--- src/dcc_params.svh ---
`ifndef DCC_PARAMS_SVH
`define DCC_PARAMS_SVH

// ----------------------------------------------------------------
// register byte offsets
// ----------------------------------------------------------------
`define DCC_OFS_PRIMARY 12'h000
`define DCC_OFS_LINK 12'h004
`define DCC_OFS_FWD_ADDR 12'h008
`define DCC_OFS_REV_ADDR 12'h00C
`define DCC_OFS_TIMEOUT 12'h010
`define DCC_OFS_FAULT 12'h014
`define DCC_OFS_UNLOCK 12'h018
`define DCC_OFS_DBG_A 12'h01C
`define DCC_OFS_DBG_B 12'h020
`define DCC_OFS_DBG_STAT 12'h024

// ----------------------------------------------------------------
// field positions
// ----------------------------------------------------------------
`define DCC_PC_ASSIGN 0
`define DCC_PC_DIR 1
`define DCC_LC_STACK 0
`define DCC_LC_END 1
`define DCC_TC_SHORT_LSB 0
`define DCC_TC_SHORT_EN 3
`define DCC_TC_LONG_LSB 4
`define DCC_TC_LONG_ACT 7
`define DCC_TC_LONG_EN 8
`define DCC_FS_SHORT 0
`define DCC_FS_LONG 1
`define DCC_DA_CHAIN 0
`define DCC_DA_SERIAL 1
`define DCC_DA_MIRROR 2
`define DCC_DA_STX 3
`define DCC_DA_SLOW 4
`define DCC_DB_UTX 0
`define DCC_DB_URX 1
`define DCC_DB_LTX 2
`define DCC_DB_LRX 3

// ----------------------------------------------------------------
// reset values and codes
// ----------------------------------------------------------------
`define DCC_RST_PRIMARY 2'h0
`define DCC_RST_LINK 2'h0
`define DCC_RST_ADDR 6'h00
`define DCC_RST_TIMEOUT 9'h000
`define DCC_RST_UNLOCK 8'h00
`define DCC_RST_DBG_A 5'h00
`define DCC_RST_DBG_B 4'h0
`define DCC_UNLOCK_CODE 8'hA5

// ----------------------------------------------------------------
// timing
// ----------------------------------------------------------------
`define DCC_CLK_MHZ 250
`define DCC_NORMAL_KBPS 1000
`define DCC_SLOW_KBPS 250
`define DCC_SHORT_UNIT_US 100000
`define DCC_LONG_UNIT_US 1000000

`endif

--- src/dcc_pkg.sv ---
package dcc_pkg;

	// power mode reported by the power controller
	typedef enum logic [1:0] {
		DCC_PM_ACTIVE = 2'h0,
		DCC_PM_SLEEP = 2'h1,
		DCC_PM_SHUTDOWN = 2'h2
	} dcc_power_t;

	// address-assign frame tracking
	typedef enum logic [1:0] {
		DCC_AA_IDLE = 2'h0,
		DCC_AA_WAIT = 2'h1,
		DCC_AA_HOLD = 2'h2
	} dcc_assign_t;

endpackage

--- src/dcc_link_ctrl.sv ---
// The APB slave port and the register addresses were decided locally.
`timescale 1ns/1ns
`include "dcc_params.svh"

// Operation
// - direction selects active address, registered one edge later
// - port roles follow direction and chain end
// - base direction one: upper off, lower on
// - reversed chain end disables lower transmitter
// - only valid frames restart timeout timers
// - timers count active, clear shutdown, freeze sleep
// - short timeout period field, sets alert flag
// - long timeout: fault and sleep, or shutdown
// - unlock code enables debug controls, else normal
// - chain override drives port enables directly
// - serial override mirrors chain traffic to serial
// - slow rate only under serial override
// - assign mode suppresses one frame, clears bit
// - chain end disables upward transmitter
module dcc_link_ctrl #(
	parameter int ADDR_W = 12,
	parameter logic [31:0] SHORT_UNIT_CYC =
		32'(`DCC_SHORT_UNIT_US * `DCC_CLK_MHZ),
	parameter logic [31:0] LONG_UNIT_CYC =
		32'(`DCC_LONG_UNIT_US * `DCC_CLK_MHZ)
) (
	input wire logic sys_clk,
	input wire logic reset_n,
	input wire logic clkEn,
	input wire logic psel,
	input wire logic penable,
	input wire logic pwrite,
	input wire logic [ADDR_W-1:0] paddr,
	input wire logic [31:0] pwdata,
	output logic [31:0] prdata,
	output logic pready,
	output logic pslverr,
	input wire logic baseUnit,
	input wire logic [1:0] powerMode,
	input wire logic frameValid,
	input wire logic chainFrameStart,
	input wire logic chainFrameEnd,
	output logic upperTxEn,
	output logic upperRxEn,
	output logic lowerTxEn,
	output logic lowerRxEn,
	output logic serialTxEn,
	output logic mirrorEn,
	output logic [9:0] serialBitCycles,
	output logic [5:0] unitAddress,
	output logic sleepReq,
	output logic shutdownReq
);

	// ------------------------------------------------------------
	// helpers
	// ------------------------------------------------------------

	// period of a timeout code: (code + 1) units
	function automatic logic [31:0] periodCycles(
		input logic [2:0] code,
		input logic [31:0] unit
	);
		logic [31:0] n;
		n = {29'h0000_0000, code} + 32'h0000_0001;
		periodCycles = n * unit;
	endfunction

	// next timer value; stops at the period so expiry fires once
	function automatic logic [31:0] timerNext(
		input logic [31:0] cnt,
		input logic [31:0] period,
		input logic enable,
		input logic [1:0] mode,
		input logic restart
	);
		if (mode == dcc_pkg::DCC_PM_SHUTDOWN || !enable) begin
			timerNext = 32'h0000_0000;
		end else if (mode != dcc_pkg::DCC_PM_ACTIVE) begin
			timerNext = cnt;
		end else if (restart) begin
			timerNext = 32'h0000_0000;
		end else if (cnt >= period) begin
			timerNext = cnt;
		end else begin
			timerNext = cnt + 32'h0000_0001;
		end
	endfunction

	localparam logic [9:0] NORMAL_BIT_CYC =
		10'(`DCC_CLK_MHZ * 1000 / `DCC_NORMAL_KBPS);
	localparam logic [9:0] SLOW_BIT_CYC =
		10'(`DCC_CLK_MHZ * 1000 / `DCC_SLOW_KBPS);

	// ------------------------------------------------------------
	// registers
	// ------------------------------------------------------------
	logic [1:0] primary_reg;
	logic [1:0] link_reg;
	logic [5:0] fwdAddr_reg;
	logic [5:0] revAddr_reg;
	logic [8:0] timeout_reg;
	logic [1:0] fault_reg;
	logic [7:0] unlock_reg;
	logic [4:0] dbgA_reg;
	logic [3:0] dbgB_reg;
	logic [31:0] shortCnt_reg;
	logic [31:0] longCnt_reg;
	dcc_pkg::dcc_assign_t assign_reg;
	dcc_pkg::dcc_assign_t assign_next;

	// ------------------------------------------------------------
	// apb decode
	// ------------------------------------------------------------

	// one wait state: pready rises in the second access cycle
	wire access = psel & penable & pready;
	wire wrEn = access & pwrite;
	wire selPrimary = paddr == ADDR_W'(`DCC_OFS_PRIMARY);
	wire selLink = paddr == ADDR_W'(`DCC_OFS_LINK);
	wire selFwd = paddr == ADDR_W'(`DCC_OFS_FWD_ADDR);
	wire selRev = paddr == ADDR_W'(`DCC_OFS_REV_ADDR);
	wire selTimeout = paddr == ADDR_W'(`DCC_OFS_TIMEOUT);
	wire selFault = paddr == ADDR_W'(`DCC_OFS_FAULT);
	wire selUnlock = paddr == ADDR_W'(`DCC_OFS_UNLOCK);
	wire selDbgA = paddr == ADDR_W'(`DCC_OFS_DBG_A);
	wire selDbgB = paddr == ADDR_W'(`DCC_OFS_DBG_B);
	wire selStat = paddr == ADDR_W'(`DCC_OFS_DBG_STAT);
	wire hit = selPrimary | selLink | selFwd | selRev | selTimeout |
		selFault | selUnlock | selDbgA | selDbgB | selStat;

	// ------------------------------------------------------------
	// field views
	// ------------------------------------------------------------
	wire assignBit = primary_reg[`DCC_PC_ASSIGN];
	wire dirSel = primary_reg[`DCC_PC_DIR];
	wire chainEnd = link_reg[`DCC_LC_END];
	wire debugOn = unlock_reg == `DCC_UNLOCK_CODE;
	wire chainUser = debugOn & dbgA_reg[`DCC_DA_CHAIN];
	wire serialUser = debugOn & dbgA_reg[`DCC_DA_SERIAL];
	wire [31:0] shortPeriod =
		periodCycles(timeout_reg[`DCC_TC_SHORT_LSB +: 3], SHORT_UNIT_CYC);
	wire [31:0] longPeriod =
		periodCycles(timeout_reg[`DCC_TC_LONG_LSB +: 3], LONG_UNIT_CYC);
	wire shortOn = timeout_reg[`DCC_TC_SHORT_EN];
	wire longOn = timeout_reg[`DCC_TC_LONG_EN];
	wire longAct = timeout_reg[`DCC_TC_LONG_ACT];
	wire isActive = powerMode == dcc_pkg::DCC_PM_ACTIVE;

	// ------------------------------------------------------------
	// address-assign tracking
	// ------------------------------------------------------------

	// the frame after arming is the unit's own address write; it must
	// not travel on, so the upward transmitter is held off until it ends
	always_comb begin
		assign_next = assign_reg;
		case (assign_reg)
			dcc_pkg::DCC_AA_IDLE: begin
				if (assignBit) begin
					assign_next = dcc_pkg::DCC_AA_WAIT;
				end
			end
			dcc_pkg::DCC_AA_WAIT: begin
				if (!assignBit) begin
					assign_next = dcc_pkg::DCC_AA_IDLE;
				end else if (chainFrameStart) begin
					assign_next = dcc_pkg::DCC_AA_HOLD;
				end
			end
			dcc_pkg::DCC_AA_HOLD: begin
				if (chainFrameEnd) begin
					assign_next = dcc_pkg::DCC_AA_IDLE;
				end
			end
			default: begin
				assign_next = dcc_pkg::DCC_AA_IDLE;
			end
		endcase
	end

	wire suppress = assign_next == dcc_pkg::DCC_AA_HOLD;
	wire assignDone = assign_reg == dcc_pkg::DCC_AA_HOLD & chainFrameEnd;

	// a software set in the same cycle beats the hardware clear
	wire assignSet = wrEn & selPrimary & pwdata[`DCC_PC_ASSIGN];
	wire [1:0] primary_next = wrEn & selPrimary ?
		{pwdata[`DCC_PC_DIR], assignSet | (assignBit & ~assignDone)} :
		{dirSel, assignBit & ~assignDone};

	// ------------------------------------------------------------
	// communication timeouts
	// ------------------------------------------------------------
	wire [31:0] shortCnt_next = timerNext(shortCnt_reg, shortPeriod,
		shortOn, powerMode, frameValid);
	wire [31:0] longCnt_next = timerNext(longCnt_reg, longPeriod,
		longOn, powerMode, frameValid);
	wire shortFire = isActive & shortOn & ~frameValid &
		shortCnt_reg == shortPeriod - 32'h0000_0001;
	wire longFire = isActive & longOn & ~frameValid &
		longCnt_reg == longPeriod - 32'h0000_0001;

	// sticky flags: set wins over a write-one clear
	wire [1:0] faultSet = {longFire & ~longAct, shortFire};
	wire [1:0] faultClr = wrEn & selFault ? pwdata[1:0] : 2'h0;
	wire [1:0] fault_next = faultSet | (fault_reg & ~faultClr);

	// ------------------------------------------------------------
	// chain port roles
	// ------------------------------------------------------------

	// upward port is the one frames from the host leave by
	wire upIsUpper = ~dirSel;
	wire upOff = chainEnd | suppress;
	wire nUpperOn = baseUnit ? ~dirSel : 1'b1;
	wire nLowerOn = baseUnit ? dirSel : 1'b1;
	wire nUpperTx = nUpperOn & ~(upIsUpper & upOff);
	wire nLowerTx = nLowerOn & ~(~upIsUpper & upOff);
	wire upperTx_next = chainUser ? dbgB_reg[`DCC_DB_UTX] : nUpperTx;
	wire upperRx_next = chainUser ? dbgB_reg[`DCC_DB_URX] : nUpperOn;
	wire lowerTx_next = chainUser ? dbgB_reg[`DCC_DB_LTX] : nLowerTx;
	wire lowerRx_next = chainUser ? dbgB_reg[`DCC_DB_LRX] : nLowerOn;

	// serial port: stacked units keep transmit off unless overridden
	wire serialTx_next = baseUnit |
		(serialUser & dbgA_reg[`DCC_DA_STX]);
	wire mirror_next = serialUser & dbgA_reg[`DCC_DA_MIRROR];
	wire [9:0] bitCyc_next = serialUser & dbgA_reg[`DCC_DA_SLOW] ?
		SLOW_BIT_CYC : NORMAL_BIT_CYC;

	// the address in use follows direction one edge later, through its own register
	wire [5:0] addr_next = dirSel ? revAddr_reg : fwdAddr_reg;

	// ------------------------------------------------------------
	// read data
	// ------------------------------------------------------------
	wire [6:0] statBits = {serialTxEn, lowerRxEn, lowerTxEn,
		upperRxEn, upperTxEn, serialUser, chainUser};
	wire [31:0] rdMux =
		selPrimary ? {30'h0000_0000, primary_reg} :
		selLink ? {30'h0000_0000, link_reg} :
		selFwd ? {26'h000_0000, fwdAddr_reg} :
		selRev ? {26'h000_0000, revAddr_reg} :
		selTimeout ? {23'h00_0000, timeout_reg} :
		selFault ? {30'h0000_0000, fault_reg} :
		selUnlock ? {24'h00_0000, unlock_reg} :
		selDbgA ? {27'h000_0000, dbgA_reg} :
		selDbgB ? {28'h000_0000, dbgB_reg} :
		selStat ? {25'h000_0000, statBits} :
		32'h0000_0000;

	// ------------------------------------------------------------
	// apb handshake
	// ------------------------------------------------------------

	// read data is captured one edge before pready is sampled
	always_ff @(posedge sys_clk or negedge reset_n) begin
		if (!reset_n) begin
			pready <= 1'b0;
			pslverr <= 1'b0;
			prdata <= 32'h0000_0000;
		end else if (clkEn) begin
			pready <= psel & penable & ~pready;
			pslverr <= psel & penable & ~pready & ~hit;
			if (psel & penable & ~pready) begin
				prdata <= pwrite ? 32'h0000_0000 : rdMux;
			end
		end
	end

	// ------------------------------------------------------------
	// software registers
	// ------------------------------------------------------------

	// writes land only at the edge where pready is sampled high
	always_ff @(posedge sys_clk or negedge reset_n) begin
		if (!reset_n) begin
			primary_reg <= `DCC_RST_PRIMARY;
			link_reg <= `DCC_RST_LINK;
			fwdAddr_reg <= `DCC_RST_ADDR;
			revAddr_reg <= `DCC_RST_ADDR;
			timeout_reg <= `DCC_RST_TIMEOUT;
			unlock_reg <= `DCC_RST_UNLOCK;
			dbgA_reg <= `DCC_RST_DBG_A;
			dbgB_reg <= `DCC_RST_DBG_B;
		end else if (clkEn) begin
			primary_reg <= primary_next;
			if (wrEn & selLink) link_reg <= pwdata[1:0];
			if (wrEn & selFwd) fwdAddr_reg <= pwdata[5:0];
			if (wrEn & selRev) revAddr_reg <= pwdata[5:0];
			if (wrEn & selTimeout) timeout_reg <= pwdata[8:0];
			if (wrEn & selUnlock) unlock_reg <= pwdata[7:0];
			if (wrEn & selDbgA) dbgA_reg <= pwdata[4:0];
			if (wrEn & selDbgB) dbgB_reg <= pwdata[3:0];
		end
	end

	// ------------------------------------------------------------
	// timers, flags and assign state
	// ------------------------------------------------------------
	always_ff @(posedge sys_clk or negedge reset_n) begin
		if (!reset_n) begin
			shortCnt_reg <= 32'h0000_0000;
			longCnt_reg <= 32'h0000_0000;
			fault_reg <= 2'h0;
			assign_reg <= dcc_pkg::DCC_AA_IDLE;
			sleepReq <= 1'b0;
			shutdownReq <= 1'b0;
		end else if (clkEn) begin
			shortCnt_reg <= shortCnt_next;
			longCnt_reg <= longCnt_next;
			fault_reg <= fault_next;
			assign_reg <= assign_next;
			sleepReq <= longFire & ~longAct;
			shutdownReq <= longFire & longAct;
		end
	end

	// ------------------------------------------------------------
	// port enables and serial controls
	// ------------------------------------------------------------

	// all outputs registered; a setting change shows one edge later
	always_ff @(posedge sys_clk or negedge reset_n) begin
		if (!reset_n) begin
			upperTxEn <= 1'b0;
			upperRxEn <= 1'b0;
			lowerTxEn <= 1'b0;
			lowerRxEn <= 1'b0;
			serialTxEn <= 1'b0;
			mirrorEn <= 1'b0;
			serialBitCycles <= NORMAL_BIT_CYC;
			unitAddress <= `DCC_RST_ADDR;
		end else if (clkEn) begin
			upperTxEn <= upperTx_next;
			upperRxEn <= upperRx_next;
			lowerTxEn <= lowerTx_next;
			lowerRxEn <= lowerRx_next;
			serialTxEn <= serialTx_next;
			mirrorEn <= mirror_next;
			serialBitCycles <= bitCyc_next;
			unitAddress <= addr_next;
		end
	end

endmodule

--- config.mk ---
export PLATFORM = sky130hd
export DESIGN_NAME = dcc_link_ctrl
export DESIGN_NICKNAME = d
export VERILOG_FILES = /design/src/dcc_pkg.sv /design/src/dcc_link_ctrl.sv
export VERILOG_INCLUDE_DIRS = /design/src
export SDC_FILE = /design/constraint.sdc
export NUM_CORES = 1
export LEC_CHECK = 0
export ABC_AREA = 1
export BUFFER_PORTS_ARGS = -buffer_cell sky130_fd_sc_hd__buf_2
export CAP_MARGIN = 20
export CELL_PAD_IN_SITES_DETAIL_PLACEMENT = 0
export CELL_PAD_IN_SITES_GLOBAL_PLACEMENT = 1
export CORE_MARGIN = 5
export CORE_UTILIZATION = 49
export CTS_BUF_LIST = sky130_fd_sc_hd__clkbuf_8
export CTS_CLUSTER_DIAMETER = 40
export CTS_CLUSTER_SIZE = 30
export DETAILED_ROUTE_END_ITERATION = 8
export HOLD_SLACK_MARGIN = 0.06
export PLACE_DENSITY_LB_ADDON = 0.15
export SETUP_SLACK_MARGIN = 0.2
export SYNTH_ARGS = -nofsm -noshare
export SYNTH_HDL_FRONTEND = slang
export SYNTH_SLANG_ARGS = --single-unit
--- constraint.sdc ---
create_clock -name sys_clk -period 8.3 [get_ports sys_clk]
set_input_delay 1.66 -clock sys_clk [delete_from_list [all_inputs] [get_ports sys_clk]]
set_output_delay 1.66 -clock sys_clk [all_outputs]
set_load 0.01 [all_outputs]
==> out/results.ini, run 1 <==
[cells_and_area]
final_util_pct = 53.4
drive_gt1_share_pct = 6.32
num-nets-final = 2175
fin_area_um2 = 13900
diodes = 0
n_fill_cell = 2670
area_growth_pct = 6.76

[grt]
grt_pass1_wl_um = 63500
track_usage_pct = 25.4
antenna_found_initial = 0
grt-ovfl-total = 0
grt_max_degree = 73
grt_pass1_vias = 12300

[timing]
tns_ps = 0
period_needed_ps = 6570
slew_viol_final = 0
relSlewSlack_pct = 31.2
fmax_ghz = 0.152
rsz0062_at_grt = false
finalHoldViolations = 0
min_period_over_period_pct = 79.2
tightest_slew_ps = 1030
skew_ps = 24.2
setup_viol = 0

[pwr]
p_sw_share_pct = 29.0
vdd.ir_drop.worst_mv = 0.0750
pwr-share-clk_pct = 43.9
combPwrFrac_pct = 6.7
total_power_mw = 1.37
p_switching_mw = 0.397
pwr_density_cell_nw_per_um2 = 98.2
power_leakage_nw = 7.03
p_int_mw = 0.972
sequentialPowerShare_pct = 49.4

[routing]
drt_pass1_iterations = 7
drc = 0
drt-initial-drc-count = 891
dr_total_vias = 12800
via_per_inst = 5.47
wl_per_cell_um = 16.4
ant_nets = 0
wl_um = 38500

[worst_setup_path]
critPathKind = reg2reg
crit_arrival_ps = 6910
crit_path_start_kind = flip-flop
required_ps = 8630
critPathCaptureType = flip-flop
crit_fanout = 29

[clocking]
cts_buffers = 17
post_cts_buffers = 0
clkTransAtPathRegs_ps = 90
cts_max_level = 4
ctsHoldBuffers = 0
clk_latency_ps = 460
cts_tree = yes
clock_sinks = 137
cts_root_buffer = clkbuf_8
post_cts_resized = 0
clockBufferDepth = 2

[die]
die-area_um2 = 30000
fp.dieH_um = 173
io_pins = 114
die_w_um = 173
initial_utilization_pct = 50.0
core_area_um2 = 26100
std_cell_rows = 59

[synth]
synth_seq_cells = 137
synth_cell_types = 52
syn_inst = 1957
syn_area_um2 = 13100
synth-seq-area-share_pct = 26.2
yosys_warnings = 0
yosys.area.top_type = dfrtp_1
yosys-top-cells-area = dfrtp_1, nand2_1, ha_1
synth_top_area_share_pct = 26.0
syn_avg_cell_area_um2 = 6.68

[placement]
gp_congestion = 0.893
portBuffers = 61
place_hpwl_um = 29600
dpl-instance-area_um2 = 13500

[run]
drv_cap = 0

[min_path]
holdCritPathClass = reg2reg

[outcome]
outcome = finished, final reports clean

## cell usage in the layout, fill, tap and decap left out, types with 48 or more instances in the layout
cell type    n
nand2_1    523
inv_1      254
nor2_1     182
nand3_1    148
dfrtp_1    136
ha_1       109
nor3_1     107
a21oi_1     76
o21ai_0     72
xor2_1      64
buf_2       60
nand4_1     48
## final timing paths
| path | start | endpoint | slack, ps | cells past startpoint |
|---|---|---|---|---|
| max | timeout_reg[0]$_DFFE_PN0P_ | shortCnt_reg[12]$_DFFE_PN0P_ | 1730 | 22 |
| min | mirrorEn$_DFFE_PN0P_ | mirrorEn$_DFFE_PN0P_ | 480 | 2 |
| max reg2reg | timeout_reg[0]$_DFFE_PN0P_ | shortCnt_reg[12]$_DFFE_PN0P_ | 1730 | 22 |
| min reg2reg | mirrorEn$_DFFE_PN0P_ | mirrorEn$_DFFE_PN0P_ | 480 | 2 |
| max in group asynchronous | reset_n | mirrorEn$_DFFE_PN0P_ | 5730 | 2 |
| min in group asynchronous | reset_n | longCnt_reg[16]$_DFFE_PN0P_ | 1190 | 1 |
## power groups by stage
stage	Clock, mW	Sequential, mW	Combinational [mW]
floorplan	0	0.690	0.0574
global placement	0	0.689	0.0914
detailed placement	0	0.689	0.0920
CTS	0.610	0.676	0.0921
global route	0.639	0.677	0.104
finish	0.601	0.676	0.0922
## worst max-delay path: stages (launching register included)
cell	delay, ps
dfrtp_1	790
inv_1	150
ha_1	560
inv_1	200
fa_1	610
inv_1	120
fa_1	580
inv_1	90
ha_1	380
nand2_1	110
nor4_1	480
nand2_1	100
nand3_1	100
xor2_1	390
ha_1	330
a21oi_1	150
nor2_1	40
a2111oi_0	420
nand4_1	200
nand2_2	110
nand2_2	350
nand2_1	180
nand2_1	60
## final cells by class
class | instances | area [um^2] | area share (%)
clock buffer | 17 | 234 | 1.68
clock inverter | 15 | 179 | 1.28
inverter | 261 | 980 | 7.02
multi-input combinational | 1509 | 8310 | 59.6
sequential | 137 | 3430 | 24.6
tap | 335 | 419 | 3.00
timing repair buffer | 71 | 394 | 2.83
## cells in the mapped netlist (all sizes together)
master and count:
a211oi 6, xnor2 29, nand3 149, o22ai 4, clkinv 4, dfstp 1, nand4 48, nand3b 8
xor2 64, o221a 1, inv 257, nand2 530, o41ai 1, conb 2, a21boi 4, a32o 1
o21ai 72, a221oi 3, o211ai 8, nor2 184, nor3b 1, clkbuf 28, nor4 20, a31oi 3
a21o 4, o2111ai 1, fa 13, a21oi 79, o21bai 4, and2 1, a22o 1, ha 109
mux2i 5, nor3 107, a2111oi 2, o31ai 6, dfrtp 136, nor4b 1, or2 6, and3 2
buf 49, a22oi 3
## metal layers
metal  share of wire, %  global-route usage, %
met1                 49                   36.9
met2                 44                   40.4
met3                5.1                   3.32
met5                  0                      0
met4                1.6                   5.92
## per-stage QoR
step	worst slack (ps)	cells	hold WS (ps)
3_5_place_dp	1680	2312	462
5_1_grt	998	2345	509
3_3_place_gp	1730	2312	463
6_report	1730	2345	485
2_1_floorplan	2780	1984	453
4_1_cts	1670	2344	495
## kinds of logic after synthesis
kind of cell	Yosys count	synth area share (%)
AO/OA/AOI/OAI	203	8.89
XOR/XNOR	93	6.23
adder cells (fa/ha/maj)	122	12.4
buffers and inverters	338	10.9
flip-flops	137	26.2
multiplexers	5	0.383
other	2	0.0575
AND/OR/NAND/NOR	1057	34.8
Power figures use the tool's default switching activity.
==> inputs of run 2 (changes only) <==
CORE_UTILIZATION = 41   (was 49)
clock period = 5.9 ns   (was 8.3 ns; I/O delays follow)
==> run 2 against run 1 <==
Effect of this change: core utilization shrank 8.5 points; sequential power grew 41%; final area grew 1.2%; critical endpoint is now shortCnt_reg[15]$_DFFE_PN0P_; highest routed layer unchanged; cell count grew 3.1%; worst setup slack lost 1100 ps; worst hold slack gained 4.5 ps; via count shrank 0.83%.
==> out/results.ini, run 2 (synthesis gave the netlist of run 1 again) <==
[pwr]
pwr_density_cell_nw_per_um2 = 133  ; was 98.2 nW/um^2
p_switching_mw = 0.527  ; was 0.397 mW
p_sw_share_pct = 28.0  ; was 29.0%
sequentialPowerShare_pct = 50.6  ; was 49.4%
vdd.ir_drop.worst_mv = 0.154  ; was 0.0750 mV
p_int_mw = 1.35  ; was 0.972 mW
power_leakage_nw = 7.05  ; was 7.03 nW
combPwrFrac_pct = 7.1  ; was 6.7%
pwr-share-clk_pct = 42.3  ; was 43.9%

[cells_and_area]
seq_area_um2 = 3430  ; about the same
n_fill_cell = 3330  ; was 2670
num-nets-final = 2182  ; was 2175
area_growth_pct = 8.02  ; was 6.76%
drive_gt1_share_pct = 7.09  ; was 6.32%
final_cell_mix = nand2_1, inv_1, nor2_1  ; unchanged
diodes = 0  ; unchanged
multiInputGateArea_um2 = 8370  ; was 8310 um^2
final_common_cell = nand2_1  ; unchanged

[timing]
period_needed_ps = 5250  ; was 6570 ps
tns_ps = 0  ; unchanged
tightest_slew_ps = 1180  ; was 1030 ps
min_period_over_period_pct = 88.9  ; was 79.2%
relSlewSlack_pct = 21.7  ; was 31.2%
setup_viol = 0  ; unchanged
fmax_ghz = 0.191  ; was 0.152 GHz
finalHoldViolations = 0  ; unchanged
slew_viol_final = 0  ; unchanged
skew_ps = 24.8  ; was 24.2 ps
fin_hold_ws_ps = 489  ; was 485 ps
rsz0062_at_grt = false  ; unchanged

[worst_setup_path]
cp-startpoint = timeout_reg[0]$_DFFE_PN0P_  ; unchanged
r2r-start = timeout_reg[0]$_DFFE_PN0P_  ; unchanged
critPathCaptureType = flip-flop  ; unchanged
crit_path_start_kind = flip-flop  ; unchanged
critPathKind = reg2reg  ; unchanged
rrSetupSlack_ps = 650  ; was 1730 ps
r2r_cells = 24  ; was 22
crit_fanout = 17  ; was 29
r2r_end = shortCnt_reg[15]$_DFFE_PN0P_  ; was shortCnt_reg[12]$_DFFE_PN0P_
required_ps = 6320  ; was 8630 ps
endpoint = shortCnt_reg[15]$_DFFE_PN0P_  ; was shortCnt_reg[12]$_DFFE_PN0P_
crit_arrival_ps = 5670  ; was 6910 ps

[min_path]
holdCritPathClass = reg2reg  ; unchanged

[routing]
wl_um = 40600  ; was 38500 um
drt-initial-drc-count = 924  ; was 891
via_per_inst = 5.26  ; was 5.47
drt_pass1_iterations = 5  ; was 7
wl_per_cell_um = 16.8  ; was 16.4 um
drc = 0  ; unchanged
ant_nets = 0  ; unchanged
dr_total_vias = 12700  ; was 12800

[grt]
grt_max_degree = 97  ; was 73
grt_pass1_wl_um = 66200  ; was 63500 um
antenna_found_initial = 0  ; unchanged
grt-ovfl-total = 0  ; unchanged
grt_pass1_vias = 12500  ; was 12300
track_usage_pct = 22.8  ; was 25.4%

[clocking]
clk_latency_ps = 500  ; was 460 ps
cts_root_buffer = clkbuf_8  ; unchanged
cts_tree = yes  ; unchanged
clkTransAtPathRegs_ps = 90  ; about the same
ctsHoldBuffers = 0  ; unchanged
cts_buffers = 17  ; unchanged
clock_sinks = 137  ; unchanged
cts_max_level = 4  ; unchanged
clockBufferDepth = 2  ; unchanged

[die]
die_w_um = 189  ; was 173 um
fp.dieH_um = 189  ; was 173 um
core_area_um2 = 31500  ; was 26100 um^2
initial_utilization_pct = 41.5  ; was 50.0%
die-area_um2 = 35500  ; was 30000 um^2
std_cell_rows = 65  ; was 59
io_pins = 114  ; unchanged

[placement]
place_hpwl_um = 31300  ; was 29600 um
portBuffers = 61  ; unchanged
gp_congestion = 0.945  ; was 0.893

[outcome]
outcome = finished, final reports clean  ; unchanged

[run]
drv_cap = 0  ; unchanged

run 2: final cells by class:
type | instances | area share (%)
multi-input combinational | 1509 | 59.3
sequential | 137 | 24.3
inverter | 261 | 6.94
tap | 402 | 3.56
timing repair buffer | 78 | 3.19
clock buffer | 18 | 1.76
clock inverter | 13 | 0.931
run 2: worst min-delay path by stage:
| stage | from | end | slack, ps | depth (start not counted) |
|---|---|---|---|---|
| after floorplan | dbgA_reg[2]$_DFFE_PN0P_ | dbgA_reg[2]$_DFFE_PN0P_ | 450 | 2 |
| after global placement | prdata[1]$_DFFE_PN0P_ | prdata[1]$_DFFE_PN0P_ | 460 | 2 |
| after detailed placement | sleepReq$_DFFE_PN0P_ | sleepReq$_DFFE_PN0P_ | 470 | 2 |
| after CTS | sleepReq$_DFFE_PN0P_ | sleepReq$_DFFE_PN0P_ | 490 | 2 |
| after global routing | prdata[1]$_DFFE_PN0P_ | prdata[1]$_DFFE_PN0P_ | 520 | 2 |
| final | prdata[1]$_DFFE_PN0P_ | prdata[1]$_DFFE_PN0P_ | 490 | 2 |
run 2: routing by layer:
layer / wire, um / track usage (%) / vias to the layer above
li1: - / - / 6421
met1: 20000 / 32.8 / 5969
met2: 18200 / 36.6 / 287
met3: 1830 / 3.43 / 42
met4: 590 / 4.96 / 0
met5: 0 / 0 / -
run 2: timing repair:
action                                  in CTS  in global routing
gates resized for setup                      0                 18
endpoints found under the setup margin       0                 64
buffers inserted                             0                  0
run 2: worst max-delay path: stages, from the launching register on:
cell	delay (ps)
dfrtp_2	420
inv_1	70
ha_1	300
inv_1	110
fa_1	590
inv_1	120
fa_1	570
inv_1	90
ha_1	370
nand2_1	120
nor4_2	360
inv_1	90
o21ai_0	220
nand2_1	100
nand2_1	120
inv_1	50
ha_1	270
nand2_1	100
nor2_1	70
a2111oi_2	240
nand4_1	170
nand2_2	160
buf_4	240
nand3_1	100
nand2_1	120
run 2: power by group through the flow:
stage / logic (mW) / registers, mW / clock network [mW]
3_5_place_dp: 0.134 / 0.970 / 0
2_1_floorplan: 0.0807 / 0.970 / 0
3_3_place_gp: 0.134 / 0.970 / 0
6_report: 0.134 / 0.951 / 0.795
4_1_cts: 0.135 / 0.951 / 0.811
5_1_grt: 0.150 / 0.953 / 0.853
run 2: through the flow:
step	setup slack (ps)	power [mW]	utilization, %	std cells	cell area (um^2)
6_report	655	1.88	44.8	2418	14100
3_3_place_gp	344	1.10	43.4	2387	13700
2_1_floorplan	382	1.05	-	1984	13200
4_1_cts	234	1.90	44.6	2418	14000
5_1_grt	212	1.96	44.8	2418	14100
3_5_place_dp	271	1.10	43.4	2387	13700
==> inputs of run 3 (changes only) <==
PLACE_DENSITY = 0.79   (was not set)
PLACE_DENSITY_LB_ADDON = not set   (was 0.15)
==> run 3 against run 2 <==
Effect of this change: flip-flop and latch count stayed put; combinational power hardly changed; sequential power hardly changed; die area stayed put; cell count hardly changed; final area hardly changed; largest cell class unchanged; clock power is 1% lower; clock-buffer cell count stayed put; clock skew is 5.0 ps lower; wire length is 2.9% lower.
==> out/results.ini, run 3 (synthesis gave the netlist of run 1 again) <==
[outcome]
outcome = finished, final reports clean  ; unchanged

[grt]
grt-ovfl-total = 0  ; unchanged
antenna_found_initial = 1  ; was 0
grt_pass1_wl_um = 64700  ; was 66200 um
grt_pass1_vias = 12300  ; was 12500
grt_max_degree = 93  ; was 97
track_usage_pct = 22.3  ; was 22.8%

[die]
fp.dieH_um = 189  ; unchanged
die_w_um = 189  ; unchanged
std_cell_rows = 65  ; unchanged
die-area_um2 = 35500  ; unchanged
initial_utilization_pct = 41.5  ; unchanged
core_area_um2 = 31500  ; unchanged
io_pins = 114  ; unchanged

[worst_setup_path]
cp_slowest_stage_delay_ps = 580  ; was 590 ps
r2r_end = shortCnt_reg[14]$_DFFE_PN0P_  ; was shortCnt_reg[15]$_DFFE_PN0P_
critPathKind = reg2reg  ; unchanged
cpMostUsedCell = nand2_1  ; was inv_1
required_ps = 6310  ; was 6320 ps
crit_slowest_cell = fa_1  ; unchanged
rrSetupSlack_ps = 670  ; was 650 ps
crit_arrival_ps = 5640  ; was 5670 ps
critPathCaptureType = flip-flop  ; unchanged
endpoint = shortCnt_reg[14]$_DFFE_PN0P_  ; was shortCnt_reg[15]$_DFFE_PN0P_
r2r-start = timeout_reg[0]$_DFFE_PN0P_  ; unchanged
crit_fanout = 29  ; was 17
crit_path_start_kind = flip-flop  ; unchanged
r2r_cells = 25  ; was 24
cp-startpoint = timeout_reg[0]$_DFFE_PN0P_  ; unchanged

[timing]
min_period_over_period_pct = 88.6  ; was 88.9%
rsz0062_at_grt = true  ; was false
relSlewSlack_pct = 31.6  ; was 21.7%
period_needed_ps = 5230  ; was 5250 ps
skew_ps = 19.8  ; was 24.8 ps
tightest_slew_ps = 1020  ; was 1180 ps
fmax_ghz = 0.191  ; about the same
setup_viol = 0  ; unchanged
finalHoldViolations = 0  ; unchanged
tns_ps = 0  ; unchanged
slew_viol_final = 0  ; unchanged

[routing]
drc = 0  ; unchanged
ant_nets = 0  ; unchanged
wl_um = 39500  ; was 40600 um
drt_pass1_iterations = 5  ; unchanged
wl_per_cell_um = 16.3  ; was 16.8 um
via_per_inst = 5.29  ; was 5.26
dr_total_vias = 12800  ; was 12700
drt-initial-drc-count = 920  ; was 924

[placement]
place_hpwl_um = 30600  ; was 31300 um
gp_congestion = 0.930  ; was 0.945
dp.cells = 2388  ; was 2387
portBuffers = 61  ; unchanged

[clocking]
clockBufferDepth = 2  ; unchanged
cts_root_buffer = clkbuf_8  ; unchanged
clk_latency_ps = 480  ; was 500 ps
cts_tree = yes  ; unchanged
cts_buffers = 17  ; unchanged
clkTransAtPathRegs_ps = 100  ; was 90 ps
clock_sinks = 137  ; unchanged
cts_max_level = 4  ; unchanged

[cells_and_area]
final_cell_mix = nand2_1, inv_1, nor2_1  ; unchanged
diodes = 0  ; unchanged
area_growth_pct = 7.97  ; was 8.02%
stdcell_count = 2419  ; was 2418
final_common_cell = nand2_1  ; unchanged
drive_gt1_share_pct = 6.89  ; was 7.09%
num-nets-final = 2183  ; was 2182

[run]
drv_cap = 0  ; unchanged

[pwr]
pwr_density_cell_nw_per_um2 = 132  ; was 133 nW/um^2
power_leakage_nw = 7.07  ; was 7.05 nW
vdd.ir_drop.worst_mv = 0.154  ; about the same

[min_path]
holdCritPathClass = reg2reg  ; unchanged

==> run 3: cell types whose count changed in the layout (fill, tap and decap cells not counted), moves of 2 or more <==
cell        before  now
clkinv_4         2    4
clkinvlp_4       4    2
dfrtp_1        134  136
dfrtp_2          2    0
==> run 3: worst max-delay path: cells and delay by family (launching register included) <==
kind            cells  cell delay (ps)
buf+inv             5              520
compound gates      4              700
fa+ha+maj           5             2000
simple gates       10             1330
xor+xnor            1              160
flops               1              420
==> run 3: how the worst min path moves through the flow <==
stage / startpoint / end / slack [ps] / cells after the start
floorplan: dbgA_reg[2]$_DFFE_PN0P_ / dbgA_reg[2]$_DFFE_PN0P_ / 450 / 2
global placement: prdata[0]$_DFFE_PN0P_ / prdata[0]$_DFFE_PN0P_ / 460 / 2
detailed placement: prdata[0]$_DFFE_PN0P_ / prdata[0]$_DFFE_PN0P_ / 460 / 2
CTS: prdata[0]$_DFFE_PN0P_ / prdata[0]$_DFFE_PN0P_ / 490 / 2
global route: sleepReq$_DFFE_PN0P_ / sleepReq$_DFFE_PN0P_ / 520 / 2
finish: prdata[0]$_DFFE_PN0P_ / prdata[0]$_DFFE_PN0P_ / 480 / 2
==> run 3: report_power, final <==
part | switching [mW] | internal [mW] | total [mW] | leakage (nW)
Clock | 0.405 | 0.381 | 0.785 | 0.197
Combinational | 0.103 | 0.0293 | 0.133 | 5.01
Sequential | 0.00642 | 0.945 | 0.951 | 1.86
==> run 3: final cells by class <==
cell class,count,area [um^2]
inverters,261,980
multi-input cells,1509,8350
fillers,3328,17400
flip-flops and latches,137,3430
clock buffers,18,248
well taps,402,503
clock inverters,13,133
repair buffers,79,462
==> run 3: metrics by stage <==
| step | power, mW | util (%) | instance area, um^2 | hold WS (ps) | setup WS [ps] |
|---|---|---|---|---|---|
| CTS | 1.88 | 44.7 | 14100 | 486 | 305 |
| global placement | 1.10 | 43.4 | 13700 | 463 | 419 |
| finish | 1.87 | 44.8 | 14100 | 484 | 670 |
| global route | 1.94 | 44.8 | 14100 | 516 | 198 |
| floorplan | 1.05 | - | 13200 | 453 | 382 |
| detailed placement | 1.10 | 43.4 | 13700 | 464 | 340 |
==> run 3: routing by layer <==
metal	vias up	global-route usage, %	part of all wire [%]
li1	6416	-	-
met1	6011	31.9	47
met2	336	35.4	45
met3	34	3.83	6.0
met4	2	5.21	1.5
met5	-	0	0.033
==> run 3: repair_timing <==
item,CTS,global route
hold buffers,0,0
buffers inserted,0,0
resized for setup,0,13
setup endpoints to repair,0,64
endpoints found under the hold margin,0,0
